<file path="config.mk">
export PLATFORM = sky130hd
export DESIGN_NAME = tcape_top
export DESIGN_NICKNAME = d
export VERILOG_FILES = /design/src/core/tcape_pkg.sv /design/src/core/tcape_top.sv /design/src/core/tcape_sync.sv
export SDC_FILE = /design/constraint.sdc
export NUM_CORES = 1
export LEC_CHECK = 0
export ABC_AREA = 1
export BUFFER_PORTS_ARGS = -buffer_cell sky130_fd_sc_hd__buf_2
export CORE_MARGIN = 2
export CORE_UTILIZATION = 50
export DETAILED_ROUTE_END_ITERATION = 10
export GPL_TIMING_DRIVEN = 0
export HOLD_SLACK_MARGIN = 0.15
export PLACE_DENSITY = 0.7
export SLEW_MARGIN = 20
export SYNTH_ARGS = -nofsm -noshare
export SYNTH_HDL_FRONTEND = slang
export SYNTH_SLANG_ARGS = --single-unit
</file>
<file path="constraint.sdc">
create_clock -name clk -period 1.4 [get_ports clk]
set_input_delay 0 -clock clk [delete_from_list [all_inputs] [get_ports clk]]
set_output_delay 0 -clock clk [all_outputs]
set_load 0.02 [all_outputs]
</file>
<file path="src/core/tcape_pkg.sv">
// Package: constants, types and timing for the Type-C attach / PHY enable block.
// Assumes a single 250 MHz core clock.
package tcape_pkg;

   ////////////////////////////////////////////////////////////////////////////////
   // Pin counts and field positions
   localparam int ATTACH_W = 3;
   localparam int ORIENT_W = 2;
   localparam int PORT_W = 2;
   localparam int LANE_W = 4;
   localparam int LANE_A = 0;
   localparam int LANE_B = 1;
   localparam int PIN_W = ATTACH_W + ORIENT_W + 3;

   ////////////////////////////////////////////////////////////////////////////////
   // Timing
   localparam int CLK_PERIOD_PS = 4000;
   localparam int FILTER_TIME_NS = 100;
   localparam int FILTER_CYCLES = (FILTER_TIME_NS * 1000 + CLK_PERIOD_PS - 1) / CLK_PERIOD_PS;
   localparam int CNT_W = 8;

   ////////////////////////////////////////////////////////////////////////////////
   // Reset values
   localparam logic [ATTACH_W-1:0] ATTACH_RST = 3'h0;
   localparam logic [ORIENT_W-1:0] ORIENT_RST = 2'h0;
   localparam logic [ATTACH_W-1:0] CLK_EN_RST = 3'h0;
   localparam logic [LANE_W-1:0] LANE_EN_RST = 4'h0;

   ////////////////////////////////////////////////////////////////////////////////
   // Types
   typedef enum logic [2:0] {
      TCAPE_ARR_EXT = 3'h1,
      TCAPE_ARR_MODE1 = 3'h2,
      TCAPE_ARR_MODE2 = 3'h4
   } tcape_arr_t;

   typedef enum logic [1:0] {
      TCAPE_ST_DETACHED = 2'h1,
      TCAPE_ST_ATTACHED = 2'h2
   } tcape_st_t;

   typedef struct packed {
      logic ext_mux_sel;
      logic mux_mode_select;
      logic attach_polarity_sel;
      logic [ORIENT_W-1:0] orientation_in;
      logic [ATTACH_W-1:0] attach_detect_in;
   } tcape_pins_t;

   typedef struct packed {
      logic [ATTACH_W-1:0] ss_phy_clk_en;
      logic [LANE_W-1:0] ss_phy_lane_en;
      logic attach_valid;
      tcape_arr_t arrangement;
   } tcape_out_t;

endpackage : tcape_pkg

</file>
<file path="src/core/tcape_top.sv">
// Type-C attach decode and SuperSpeed PHY clock / lane enable control.
// Assumes an external Type-C port controller drives the attach and orientation
// pins as static levels; all pins are asynchronous to clk.
`timescale 1ns/1ps

// Behaviour
// Three arrangements: external mux, mode one, two.
// External mux: three attach inputs mean connection.
// External mux: gate PHY clock until attached.
// Polarity pin sets active level of inputs.
// Mode one when mode select low/floating.
// Mode one decodes two attach, two orientation.
// Mode one enables matching PHY lanes only.
// Port controller reports attach and orientation.
// Synchronise pin inputs before use.
module tcape_top
   import tcape_pkg::*;
#(
   parameter int FILTER = FILTER_CYCLES
) (
   input wire logic clk,
   input wire logic rst_b,
   input wire logic [ATTACH_W-1:0] attach_detect_in,
   input wire logic [ORIENT_W-1:0] orientation_in,
   input wire logic attach_polarity_sel,
   input wire logic mux_mode_select,
   input wire logic ext_mux_sel,
   output logic [ATTACH_W-1:0] ss_phy_clk_en,
   output logic [LANE_W-1:0] ss_phy_lane_en,
   output logic attach_valid,
   output logic [2:0] arrangement
);

   ////////////////////////////////////////////////////////////////////////////////
   // State
   typedef struct packed {
      logic [ATTACH_W-1:0] attach;
      logic [ORIENT_W-1:0] orient;
      tcape_arr_t arr;
      logic [CNT_W-1:0] cnt;
      logic [1:0] warm;
      tcape_st_t st;
      tcape_out_t out;
   } tcape_state_t;

   tcape_state_t state;
   tcape_state_t next_state;

   tcape_pins_t pins_raw;
   tcape_pins_t pins;

   logic [ATTACH_W-1:0] act_attach;
   logic [ORIENT_W-1:0] act_orient;
   tcape_arr_t cand_arr;
   logic changed;
   logic [CNT_W-1:0] filter_last;
   logic any_attach;
   logic [LANE_W-1:0] int_lane;
   logic [ATTACH_W-1:0] int_clk;

   ////////////////////////////////////////////////////////////////////////////////
   // Pin synchronisation
   // All straps and pins share one synchroniser so a picture moves as a whole
   always_comb begin
      pins_raw.ext_mux_sel = ext_mux_sel;
      pins_raw.mux_mode_select = mux_mode_select;
      pins_raw.attach_polarity_sel = attach_polarity_sel;
      pins_raw.orientation_in = orientation_in;
      pins_raw.attach_detect_in = attach_detect_in;
   end

   tcape_sync #(
      .W(PIN_W)
   ) u_sync (
      .clk(clk),
      .rst_b(rst_b),
      .d(pins_raw),
      .q(pins)
   );

   ////////////////////////////////////////////////////////////////////////////////
   // Polarity and arrangement decode
   always_comb begin
      // High polarity select: pins active high; low: active low
      if (pins.attach_polarity_sel) begin
         act_attach = pins.attach_detect_in;
         act_orient = pins.orientation_in;
      end else begin
         act_attach = ~pins.attach_detect_in;
         act_orient = ~pins.orientation_in;
      end
      if (pins.ext_mux_sel) begin
         cand_arr = TCAPE_ARR_EXT;
      end else if (pins.mux_mode_select) begin
         cand_arr = TCAPE_ARR_MODE2;
      end else begin
         cand_arr = TCAPE_ARR_MODE1;
      end
   end

   assign filter_last = (FILTER > 1) ? CNT_W'(FILTER - 1) : '0;
   assign changed = (act_attach != state.attach) || (act_orient != state.orient) || (cand_arr != state.arr);

   ////////////////////////////////////////////////////////////////////////////////
   // Attach summary
   // Internal modes pair attach bit p with orientation bit p; the spare attach
   // input carries no port there and must not raise a valid attach
   always_comb begin
      if (state.arr == TCAPE_ARR_EXT) begin
         any_attach = (state.attach != '0);
      end else begin
         any_attach = (state.attach[PORT_W-1:0] != '0);
      end
   end

   ////////////////////////////////////////////////////////////////////////////////
   // Internal mux lane picture
   // Per port: lane A for normal orientation, lane B for flipped; the spare
   // attach input has no lane pair and its clock stays off
   always_comb begin
      int_lane = LANE_EN_RST;
      int_clk = CLK_EN_RST;
      for (int p = 0; p < PORT_W; p++) begin
         int_lane[2*p+LANE_A] = state.attach[p] & ~state.orient[p];
         int_lane[2*p+LANE_B] = state.attach[p] & state.orient[p];
         int_clk[p] = state.attach[p];
      end
   end

   ////////////////////////////////////////////////////////////////////////////////
   // Next state
   always_comb begin
      next_state = state;

      // Synchroniser holds reset zeros for two edges; under active-low polarity
      // they would decode as a full attach, so nothing is accepted before that
      next_state.warm = {state.warm[0], 1'b1};

      // Accept the pin picture only after the pins have differed from the held picture for FILTER cycles in a row
      if (!changed || !state.warm[1]) begin
         next_state.cnt = '0;
      end else if (state.cnt >= filter_last) begin
         next_state.cnt = '0;
         next_state.attach = act_attach;
         next_state.orient = act_orient;
         next_state.arr = cand_arr;
      end else begin
         next_state.cnt = state.cnt + CNT_W'(1);
      end

      case (state.st)
         TCAPE_ST_DETACHED: begin
            if (any_attach) begin
               next_state.st = TCAPE_ST_ATTACHED;
            end
         end
         TCAPE_ST_ATTACHED: begin
            if (!any_attach) begin
               next_state.st = TCAPE_ST_DETACHED;
            end
         end
         default: begin
            // Illegal code: fall back to detached with every PHY off
            next_state.st = TCAPE_ST_DETACHED;
         end
      endcase

      // Outputs follow the held picture one edge after the state machine
      next_state.out.arrangement = state.arr;
      next_state.out.attach_valid = (state.st == TCAPE_ST_ATTACHED) && any_attach;
      next_state.out.ss_phy_clk_en = CLK_EN_RST;
      next_state.out.ss_phy_lane_en = LANE_EN_RST;

      if (state.st == TCAPE_ST_ATTACHED) begin
         case (state.arr)
            TCAPE_ARR_EXT: begin
               // One PHY per attach input; clock runs only while attached
               next_state.out.ss_phy_clk_en = state.attach;
               next_state.out.ss_phy_lane_en = LANE_EN_RST;
            end
            TCAPE_ARR_MODE1: begin
               next_state.out.ss_phy_clk_en = int_clk;
               next_state.out.ss_phy_lane_en = int_lane;
            end
            TCAPE_ARR_MODE2: begin
               // Mode two reuses the mode one pin decode
               next_state.out.ss_phy_clk_en = int_clk;
               next_state.out.ss_phy_lane_en = int_lane;
            end
            default: begin
               next_state.out.ss_phy_clk_en = CLK_EN_RST;
               next_state.out.ss_phy_lane_en = LANE_EN_RST;
            end
         endcase
      end
   end

   ////////////////////////////////////////////////////////////////////////////////
   // Registers
   always_ff @(posedge clk or negedge rst_b) begin
      if (!rst_b) begin
         state.attach <= ATTACH_RST;
         state.orient <= ORIENT_RST;
         state.arr <= TCAPE_ARR_MODE1;
         state.cnt <= '0;
         state.warm <= '0;
         state.st <= TCAPE_ST_DETACHED;
         state.out.ss_phy_clk_en <= CLK_EN_RST;
         state.out.ss_phy_lane_en <= LANE_EN_RST;
         state.out.attach_valid <= 1'b0;
         state.out.arrangement <= TCAPE_ARR_MODE1;
      end else begin
         state <= next_state;
      end
   end

   ////////////////////////////////////////////////////////////////////////////////
   // Outputs
   // Straight from the state flops; no logic between them and the pins
   assign ss_phy_clk_en = state.out.ss_phy_clk_en;
   assign ss_phy_lane_en = state.out.ss_phy_lane_en;
   assign attach_valid = state.out.attach_valid;
   assign arrangement = state.out.arrangement;

endmodule : tcape_top

</file>
<file path="src/core/tcape_sync.sv">
// Two-flop synchroniser for a bundle of asynchronous pin levels.
// Assumes the inputs are quasi-static levels; no pulse capture.
`timescale 1ns/1ps
module tcape_sync #(
   parameter int W = 1
) (
   input wire logic clk,
   input wire logic rst_b,
   input wire logic [W-1:0] d,
   output logic [W-1:0] q
);
   logic [1:0][W-1:0] state;
   logic [1:0][W-1:0] next_state;

   always_comb begin
      next_state[0] = d;
      next_state[1] = state[0];
   end

   always_ff @(posedge clk or negedge rst_b) begin
      if (!rst_b) begin
         state <= '0;
      end else begin
         state <= next_state;
      end
   end

   assign q = state[1];
endmodule : tcape_sync

</file>
==> results.sh, run 1 <==
export IMPL_wl_per_cell_um=11.10
export IMPL_worst_pin_slew_ps=590.5
export IMPL_async_flop_share_pct=100.0
export IMPL_finalHoldViolCount=0
export IMPL_clk_pin_slew_ps=80
export IMPL_synth_cells=191
export IMPL_synth_ff_latch_count=47
export IMPL_path_delay_family="simple AND/OR/NAND/NOR gates"
export IMPL_maxCapViolCount=0
export IMPL_die_y_um=65.41
export IMPL_drt_iter0_drc=37
export IMPL_critPathMaxStageDelay_ps=560
export IMPL_r2r_cells=10
export IMPL_synth_seq_area_share_pct=62.57
export IMPL_synth_common_cells="nand2_1, dfrtp_1, inv_1"
export IMPL_start_util_pct=51.89
export IMPL_fmax_mhz=672.3
export IMPL_critical_path_slowest_cell="dfstp_2"
export IMPL_layout_drive_gt1_share_pct=35.02
export IMPL_startpoint_type="flip-flop"
export IMPL_num_rows=22
export IMPL_grt_max_degree=48
export IMPL_io_pins=21
export IMPL_fin_crit_sh_pct=106.2
export IMPL_r2r_end="state[30]"
export IMPL_setup_ws_ps=-87.40
export IMPL_finalNetCount=248
export IMPL_grt_pass1_wl_um=5037
export IMPL_hp_class="input port to async pin"
export IMPL_final_seq_area_sq_um=1182
export IMPL_cp_max_fo=8
export IMPL_cts_buffer_depth=2
export IMPL_port_buffers=20
export IMPL_critical_path_most_common_cell="nand2_1"
export IMPL_r2r_start="next_state[1]"
export IMPL_htreeDepth=2
export IMPL_vias=1353
export IMPL_cp_end_kind="flip-flop"
export IMPL_r2r_setup_slack_ps=-90
export IMPL_outcome="finished with violations"
export IMPL_area_growth_pct=27.67
export IMPL_post_synth_top_count_cell="nand2_1"
export IMPL_synthTopCellsByArea="dfrtp_1, nand2_1, inv_1, dfstp_2, buf_4"
export IMPL_synth_top_area_share_pct=58.39
export IMPL_fill_cells=287
export IMPL_cp_arrival_ps=1730
export IMPL_finish_utilization_pct=66.25
export IMPL_setup_viol=13
export IMPL_yosysTopAreaCell="dfrtp_1"
export IMPL_synth_ff_type="dfrtp_1"
export IMPL_relSlewSlack_pct=60.64
export IMPL_p_leak_uw=0.001229
export IMPL_antenna_found_initial=0
export IMPL_insertion_delay_ps=300
export IMPL_grt_usage_pct=16.00
export IMPL_worstSetupPathType="flip-flop to flip-flop"
export IMPL_drc_errors=0
export IMPL_grt_pass1_vias=1199
export IMPL_detail_route_wirelength_um=3164
export IMPL_finClkSkew_ps=6.595
export IMPL_core_area_sq_um=3633
export IMPL_path_cells="nor2_1, nand2_1, nand2_1, inv_1, nand2_2, nor2_4, nand3_4, nand3_4, nand2_1, nand2_1"
export IMPL_irDropWorstVdd_v=0.0008510
export IMPL_violations="setup timing"
export IMPL_cts_tree="built"
export IMPL_antenna_cells=0
export IMPL_rsz0062_at_grt="true"
export IMPL_period_needed_ps=1487
export IMPL_synth_area_sq_um=1886
export IMPL_synth_area_per_cell_sq_um=9.872
export IMPL_dieArea_sq_um=4278
export IMPL_yosys_warnings=0
export IMPL_p_per_area_nw_per_um2=1199
export IMPL_multi_input_area_sq_um=636.9
export IMPL_drv_slew=0
export IMPL_hpwl_um=1881
export IMPL_synth_edf_count=0
export IMPL_worstPathRequired_ps=1640
export IMPL_cp_num_cells=10
export IMPL_first_pass_iters=4
export IMPL_clock_root_buffer="clkbuf_8"
export IMPL_die_width_um=65.41
export IMPL_gp_routability_congestion=0.8488
export IMPL_ant_nets=0
export IMPL_grt_overflow_total=0
export IMPL_vias_per_cell=4.747
export IMPL_crit_buf_inv=1
export IMPL_cts_made_buffers=5
export IMPL_cts_sinks=47
export IMPL_pre_cts_ws_ps=-101.0
export IMPL_ys_types=24
layer usage:
metal  part of all wire, %  GRT usage [%]
met4                   2.0          7.031
met1                    41          16.78
met5                     0              0
met2                    53          28.70
met3                   4.0          5.651
timing repair:
| action | in CTS | in global routing |
|---|---|---|
| gates cloned | 1 | 0 |
| buffers inserted | 2 | 3 |
| pin swaps | 5 | 8 |
| hold buffers | 9 | 0 |
| endpoints found under the setup margin | 13 | 15 |
| hold endpoints to repair | 52 | 0 |
| resized for setup | 9 | 23 |
power breakdown:
group | total [uW] | internal [uW] | switching (uW)
registers | 1540 | 1480 | 63.1
logic | 479 | 184 | 295
clock network | 868 | 450 | 418
through the flow:
step | cells | total power (uW) | hold WS, ps | instance area, sq um | TNS [ps]
floorplan | 193 | 1827 | -295.6 | 1893 | 0
CTS | 281 | 2865 | 327.2 | 2300 | -140.0
global placement | 261 | 1927 | 109.0 | 2053 | -784.6
global route | 285 | 3042 | 179.8 | 2407 | -1860
finish | 285 | 2887 | 143.9 | 2407 | -762.9
detailed placement | 261 | 1937 | 109.3 | 2053 | -939.1
sequential cells by signal, indices dropped and copies added, names as in the netlist, 2 cells and up:
| register | flops |
|---|---|
| int_clk | 2 |
| ss_phy_lane_en | 4 |
| ss_phy_clk_en | 3 |
| u_sync.next_state | 8 |
| u_sync.q | 8 |
| arrangement | 3 |
| state | 14 |
| next_state | 4 |
cell type report:
type	count	share of cell area (%)
Buffer	12	3.482
Multi-Input combinational cell	110	26.46
Clock buffer	8	4.158
Sequential cell	47	49.12
Tap cell	48	2.495
Timing Repair Buffer	35	10.29
Inverter	25	4.002
how the worst max path moves through the flow:
stage | start | to | slack [ps]
after floorplan | next_state[1] | state[17] | 80
after detailed placement | next_state[1] | state[17] | -100
after global routing | next_state[1] | int_clk[1] | -180
after CTS | next_state[1] | state[30] | -30
after global placement | next_state[1] | state[18] | -80
final | next_state[1] | state[30] | -90
placed cells by master, fill, tap and decap left out, types with 2 or more instances in the layout:
master	n
nand3_1	8
dfrtp_2	2
ha_1	2
a21oi_1	3
nand3_2	2
inv_2	2
dfstp_2	3
inv_1	21
dlygate4sd3_1	9
nor2_1	8
nand3_4	2
nor2_4	3
o21ai_0	2
nand4_1	9
conb_1	4
clkbuf_8	7
buf_4	15
nor3_2	4
nand2_2	17
nor3_1	2
nand2_1	35
nor4_1	4
dfrtp_1	42
buf_2	20
cells by family (layout without fill, tap and decap cells):
kind of cell	after synthesis	count (layout)	synth area share, %
compound gates	6	6	1.792
buf+inv	37	80	9.356
xor+xnor	2	2	0.9292
flops	47	47	62.58
simple gates	95	96	23.62
fa+ha+maj	2	2	1.327
other cells	2	4	0.3983
No activity file was read; power rests on OpenSTA's default activity.
==> run 2: changes to the inputs <==
--- a/config.mk
+++ b/config.mk
@@ -7,6 +7,7 @@
 export LEC_CHECK = 0
 export ABC_AREA = 1
 export BUFFER_PORTS_ARGS = -buffer_cell sky130_fd_sc_hd__buf_2
+export CORE_ASPECT_RATIO = 2
 export CORE_MARGIN = 2
 export CORE_UTILIZATION = 50
 export DETAILED_ROUTE_END_ITERATION = 10
==> run 2 against run 1 <==
Against the previous run: the flow still finishes with violations (setup timing); setup slack better by 38 ps; final cell count up 0.35%; sequential power about the same; routed wire length up 8.4%; critical path type unchanged; largest power group unchanged; highest routed layer unchanged.
==> results.sh, run 2 (synthesized netlist as in run 1, its figures left out) <==
export IMPL_grt_overflow_total=0
export IMPL_grt_usage_pct=18.78
export IMPL_grt_pass1_vias=1386
export IMPL_gp_routability_congestion=0.7953
export IMPL_clk_pin_slew_ps=80
export IMPL_worst_pin_slew_ps=594.3
export IMPL_dieArea_sq_um=4308
export IMPL_fmax_mhz=689.7
export IMPL_hp_class="input port to async pin"
export IMPL_p_per_area_nw_per_um2=1293
export IMPL_insertion_delay_ps=300
export IMPL_r2r_cells=10
export IMPL_final_cell_mix="dfrtp_1, nand2_1, inv_1, nand2_2, buf_2"
export IMPL_setup_viol=8
export IMPL_layout_drive_gt1_share_pct=38.40
export IMPL_cts_buffer_depth=2
export IMPL_htreeDepth=2
export IMPL_startpoint_type="flip-flop"
export IMPL_clock_root_buffer="clkbuf_8"
export IMPL_cts_tree="built"
export IMPL_first_pass_iters=4
export IMPL_cts_sinks=47
export IMPL_relSlewSlack_pct=60.38
export IMPL_die_width_um=47.43
export IMPL_period_needed_ps=1450
export IMPL_pre_cts_ws_ps=-110.7
export IMPL_cp_max_fo=8
export IMPL_worstSetupPathType="flip-flop to flip-flop"
export IMPL_detail_route_wirelength_um=3431
export IMPL_port_buffers=20
export IMPL_hpwl_um=2194
export IMPL_grt_max_degree=48
export IMPL_cp_arrival_ps=1650
export IMPL_cts_made_buffers=5
export IMPL_maxCapViolCount=0
export IMPL_worstPathRequired_ps=1600
export IMPL_violations="setup timing"
export IMPL_irDropWorstVdd_v=0.001052
export IMPL_finClkSkew_ps=8.625
export IMPL_die_y_um=90.85
export IMPL_antenna_cells=0
export IMPL_start_util_pct=52.27
export IMPL_drv_slew=0
export IMPL_hold_slack_ps=237.6
export IMPL_ant_nets=0
export IMPL_final_cells=286
export IMPL_drc_errors=0
export IMPL_grt_pass1_wl_um=5713
export IMPL_fin_crit_sh_pct=103.6
export IMPL_outcome="finished with violations"
export IMPL_cp_end_kind="flip-flop"
export IMPL_largest_reg_flops=14
export IMPL_num_rows=31
export IMPL_place_inst=262
export IMPL_layout_commonest_cell="dfrtp_1"
export IMPL_rsz0062_at_grt="true"
export IMPL_finish_utilization_pct=68.37
export IMPL_setup_ws_ps=-49.85
export IMPL_vias=1379
export IMPL_vias_per_cell=4.822
export IMPL_area_growth_pct=30.79
export IMPL_io_pins=21
export IMPL_p_leak_uw=0.001247
export IMPL_wl_per_cell_um=12.00
export IMPL_antenna_found_initial=0
export IMPL_top_register="state"
export IMPL_finalNetCount=248
export IMPL_finalHoldViolCount=0
export IMPL_drt_iter0_drc=35
export IMPL_fill_cells=307
export IMPL_core_area_sq_um=3607
[run 2: repair_timing]
item / CTS / global route
cloned: 1 / 0
setup buffers: 2 / 4
resized for setup: 11 / 33
hold buffers: 9 / 0
endpoints found under the setup margin: 13 / 15
pin swaps: 8 / 12
endpoints found under the hold margin: 52 / 0
[run 2: layout make-up]
class	count	area, sq um	share of cell area [%]
plain buffers	12	83.83	3.399
clock buffers	5	68.82	2.790
clock inverters	3	67.56	2.740
inverters	25	96.34	3.907
multi-input cells	110	668.1	27.09
flip-flops and latches	47	1182	47.94
well taps	49	61.31	2.486
repair buffers	35	237.7	9.640
[run 2: final timing paths]
kind	from	to	slack, ps
max	u_sync.q[5]	next_state[2]	-50
min	rst_b	ss_phy_clk_en[0]	240
max reg2reg	u_sync.q[5]	next_state[2]	-50
min reg2reg	u_sync.next_state[11]	u_sync.q[3]	350
max in group asynchronous	rst_b	u_sync.q[5]	750
min in group clk	attach_detect_in[0]	u_sync.next_state[8]	340
[run 2: metrics by stage]
| step | instance area (sq um) | total power, uW | setup TNS [ps] |
|---|---|---|---|
| floorplan | 1893 | 1827 | 0 |
| global placement | 2054 | 1937 | -1110 |
| detailed placement | 2054 | 1948 | -1206 |
| CTS | 2350 | 3159 | -659.7 |
| global route | 2466 | 3347 | -1942 |
| finish | 2466 | 3188 | -269.1 |
[run 2: power by group]
group | switching [uW] | leakage [uW] | internal, uW
Combinational | 313 | 0.000603 | 189
Sequential | 64.1 | 0.000580 | 1480
Clock | 433 | 0.0000644 | 711
Total | 810 | 0.00125 | 2380
[run 2: worst max-delay path: stages, from the launching register on]
cell,delay (ps)
dfrtp_2,450
inv_4,110
nand2_2,70
nand2_2,80
nand2_2,50
nand2_2,80
nor2_4,40
nand3_4,130
nand3_4,160
nand2_1,120
nand2_1,50
[run 2: routing by layer]
metal	wire length, um	global-route usage, %	vias to the layer above
met5	0	0	-
met4	180	12.27	0
met3	92	4.600	14
met2	2011	31.87	30
met1	1146	18.12	657
li1	-	-	678
==> run 3: changes to the inputs <==
--- a/config.mk
+++ b/config.mk
@@ -5,7 +5,6 @@
 export SDC_FILE = /design/constraint.sdc
 export NUM_CORES = 1
 export LEC_CHECK = 0
-export ABC_AREA = 1
 export BUFFER_PORTS_ARGS = -buffer_cell sky130_fd_sc_hd__buf_2
 export CORE_ASPECT_RATIO = 2
 export CORE_MARGIN = 2
==> run 3 against run 2 <==
Against the previous run: the run still ends with setup timing left; sequential share of layout area shrank 2.6 points; area after synthesis rose by 5.4%; power decreased by 0.48%; first-iteration DRC count is 11% higher; critical path depth shrank 5; clock skew is 2.2 ps lower; count of clock-buffer cells in the layout unchanged; synthesized cell count is 8.4% lower; register-to-register slack got worse by 250 ps; routed wire length increased by 20%; via count increased by 7.1%; worst hold slack worse by 12 ps.
==> results.sh, run 3 <==
export IMPL_layout_drive_gt1_share_pct=37.89
export IMPL_finalNetCount=238
export IMPL_synth_area_per_cell_sq_um=11.35
export IMPL_port_buffers=20
export IMPL_grt_pass1_wl_um=6858
export IMPL_multi_input_area_sq_um=819.5
export IMPL_critPathMaxStageDelay_ps=540
export IMPL_die_width_um=48.58
export IMPL_maxCapViolCount=0
export IMPL_top_register="state"
export IMPL_ant_nets=0
export IMPL_area_growth_pct=31.23
export IMPL_synth_ff_type="dfrtp_1"
export IMPL_hpwl_um=2632
export IMPL_drc_errors=0
export IMPL_final_cell_mix="dfrtp_1, buf_4, buf_2"
export IMPL_layout_commonest_cell="dfrtp_1"
export IMPL_yosys_warnings=0
export IMPL_core_area_sq_um=3844
export IMPL_r2r_start="u_sync.q[1]"
export IMPL_fin_crit_sh_pct=121.7
export IMPL_synthSimpleGateAreaFrac_pct=16.44
export IMPL_synth_top_family_by_area="simple AND/OR/NAND/NOR gates"
export IMPL_yosysTopAreaCell="dfrtp_1"
export IMPL_drt_iter0_drc=39
export IMPL_largest_reg_flops=14
export IMPL_violations="setup timing"
export IMPL_grt_pass1_vias=1559
export IMPL_synth_xor_area_share_pct=5.730
export IMPL_r2r_end="state[19]"
export IMPL_grt_overflow_total=0
export IMPL_post_synth_top_count_cell="dfrtp_1"
export IMPL_fmax_mhz=587.1
export IMPL_setup_worst_path_start="u_sync.q[1]"
export IMPL_worstSetupPathType="flip-flop to flip-flop"
export IMPL_synth_top_area_share_pct=55.42
export IMPL_period_needed_ps=1703
export IMPL_ys_types=37
export IMPL_synth_area_sq_um=1987
export IMPL_startpoint_type="flip-flop"
export IMPL_insertion_delay_ps=310
export IMPL_synth_common_cells="dfrtp_1, nand3_1, buf_4"
export IMPL_setup_ws_ps=-303.4
export IMPL_die_y_um=93.15
export IMPL_setup_viol=13
export IMPL_cp_arrival_ps=1900
export IMPL_vias_per_cell=5.313
export IMPL_num_rows=32
export IMPL_synthAdderAreaFrac_pct=1.259
export IMPL_irDropWorstVdd_v=0.0008066
export IMPL_cp_max_fo=5
export IMPL_htreeDepth=2
export IMPL_pre_cts_ws_ps=-680.5
export IMPL_cts_buffer_depth=2
export IMPL_drv_slew=0
export IMPL_clock_root_buffer="clkbuf_8"
export IMPL_cp_endpoint="state[19]"
export IMPL_critical_path_slowest_cell="or4_4"
export IMPL_vias=1477
export IMPL_clk_pin_slew_ps=90
export IMPL_synth_edf_count=0
export IMPL_worstPathRequired_ps=1590
export IMPL_synth_cells=175
export IMPL_antenna_found_initial=0
export IMPL_antenna_cells=0
export IMPL_async_flop_share_pct=100.0
export IMPL_synth_mux_area_share_pct=0.5668
export IMPL_rsz0062_at_grt="true"
export IMPL_cts_sinks=47
export IMPL_p_per_area_nw_per_um2=1217
export IMPL_detail_route_wirelength_um=4131
export IMPL_relSlewSlack_pct=62.50
export IMPL_r2r_cells=5
export IMPL_synth_ff_latch_count=47
export IMPL_first_pass_iters=4
export IMPL_worst_pin_slew_ps=562.6
export IMPL_p_leak_uw=0.001217
export IMPL_path_cells="xor2_2, nand2_1, or4_4, a21oi_4, nor4b_2"
export IMPL_wl_per_cell_um=14.86
export IMPL_grt_usage_pct=20.41
export IMPL_cp_end_kind="flip-flop"
export IMPL_start_util_pct=51.69
export IMPL_dieArea_sq_um=4525
export IMPL_outcome="finished with violations"
export IMPL_fill_cells=299
export IMPL_synth_compound_area_share_pct=9.887
export IMPL_finClkSkew_ps=6.453
export IMPL_synth_seq_area_share_pct=59.38
export IMPL_gp_routability_congestion=0.8555
export IMPL_p_total_uw=3173
export IMPL_final_seq_area_sq_um=1184
export IMPL_grt_max_degree=48
export IMPL_cts_made_buffers=5
export IMPL_synthTopCellsByArea="dfrtp_1, nand3_1, dfstp_2, buf_4, xnor2_1"
export IMPL_cts_tree="built"
export IMPL_r2r_setup_slack_ps=-300
export IMPL_hp_class="input port to async pin"
export IMPL_io_pins=21
export IMPL_finalHoldViolCount=0
## run 3: worst max-delay path: cells and delay by family, from the launching register on
family,cells,cell delay [ps]
and+or+nand+nor,3,720
DFF,1,420
AOI/OAI and AO/OA,1,240
xor gates and xnor gates,1,200
## run 3: report_power, final
part           total [uW]  switching [uW]  internal (uW)  leakage, uW
Clock                 828             471            357    0.0000408
Combinational         730             383            347     0.000605
Sequential           1610             101           1510     0.000571
Total                3170             955           2220      0.00122
## run 3: worst min path at each step
stage	end	cells past startpoint
2_1_floorplan	arrangement[0]	0
3_3_place_gp	u_sync.next_state[15]	1
3_5_place_dp	u_sync.next_state[14]	1
4_1_cts	u_sync.next_state[13]	2
5_1_grt	state[26]	2
6_report	state[27]	2
## run 3: cells by family (layout without fill, tap and decap cells)
logic type	count (synthesis)	in the layout
XOR/XNOR	13	13
adder cells (fa/ha/maj)	2	2
buffers and inverters	23	73
other	2	4
AO/OA/AOI/OAI	28	28
flip-flops	47	47
AND/OR/NAND/NOR	59	59
multiplexers	1	1
## run 3: stage by stage
step | instances | hold slack (ps) | instance area, sq um | TNS, ps | utilization [%]
finish | 278 | 225.4 | 2608 | -3373 | 67.84
global route | 278 | 288.8 | 2608 | -3847 | 67.84
CTS | 277 | 316.2 | 2529 | -3860 | 65.79
detailed placement | 248 | 109.3 | 2167 | -6871 | 56.38
global placement | 248 | 108.1 | 2167 | -6262 | 56.38
floorplan | 177 | -295.6 | 2003 | -2422 | -
## run 3: per-layer routing
layer  GRT usage, %  share of wire (%)  vias up
li1               -                  -      684
met1          19.08                 34      718
met2          37.73                 57       50
met3          3.674                3.4       25
met4          16.43                5.3        0
met5              0                  0        -
## run 3: repair_timing
item | CTS | global route
pin swaps | 7 | 5
gates resized for setup | 20 | 14
hold buffers | 9 | 0
endpoints found under the hold margin | 52 | 0
endpoints found under the setup margin | 14 | 18
buffers inserted | 13 | 3
## run 3: final cells by class
class,instances,area share (%)
buffer,15,4.319
clock buffer,5,2.639
clock inverter,3,0.9117
inverter,5,0.7198
multi-input combinational,107,31.43
sequential,47,45.39
tap,51,2.447
timing repair buffer,45,12.14
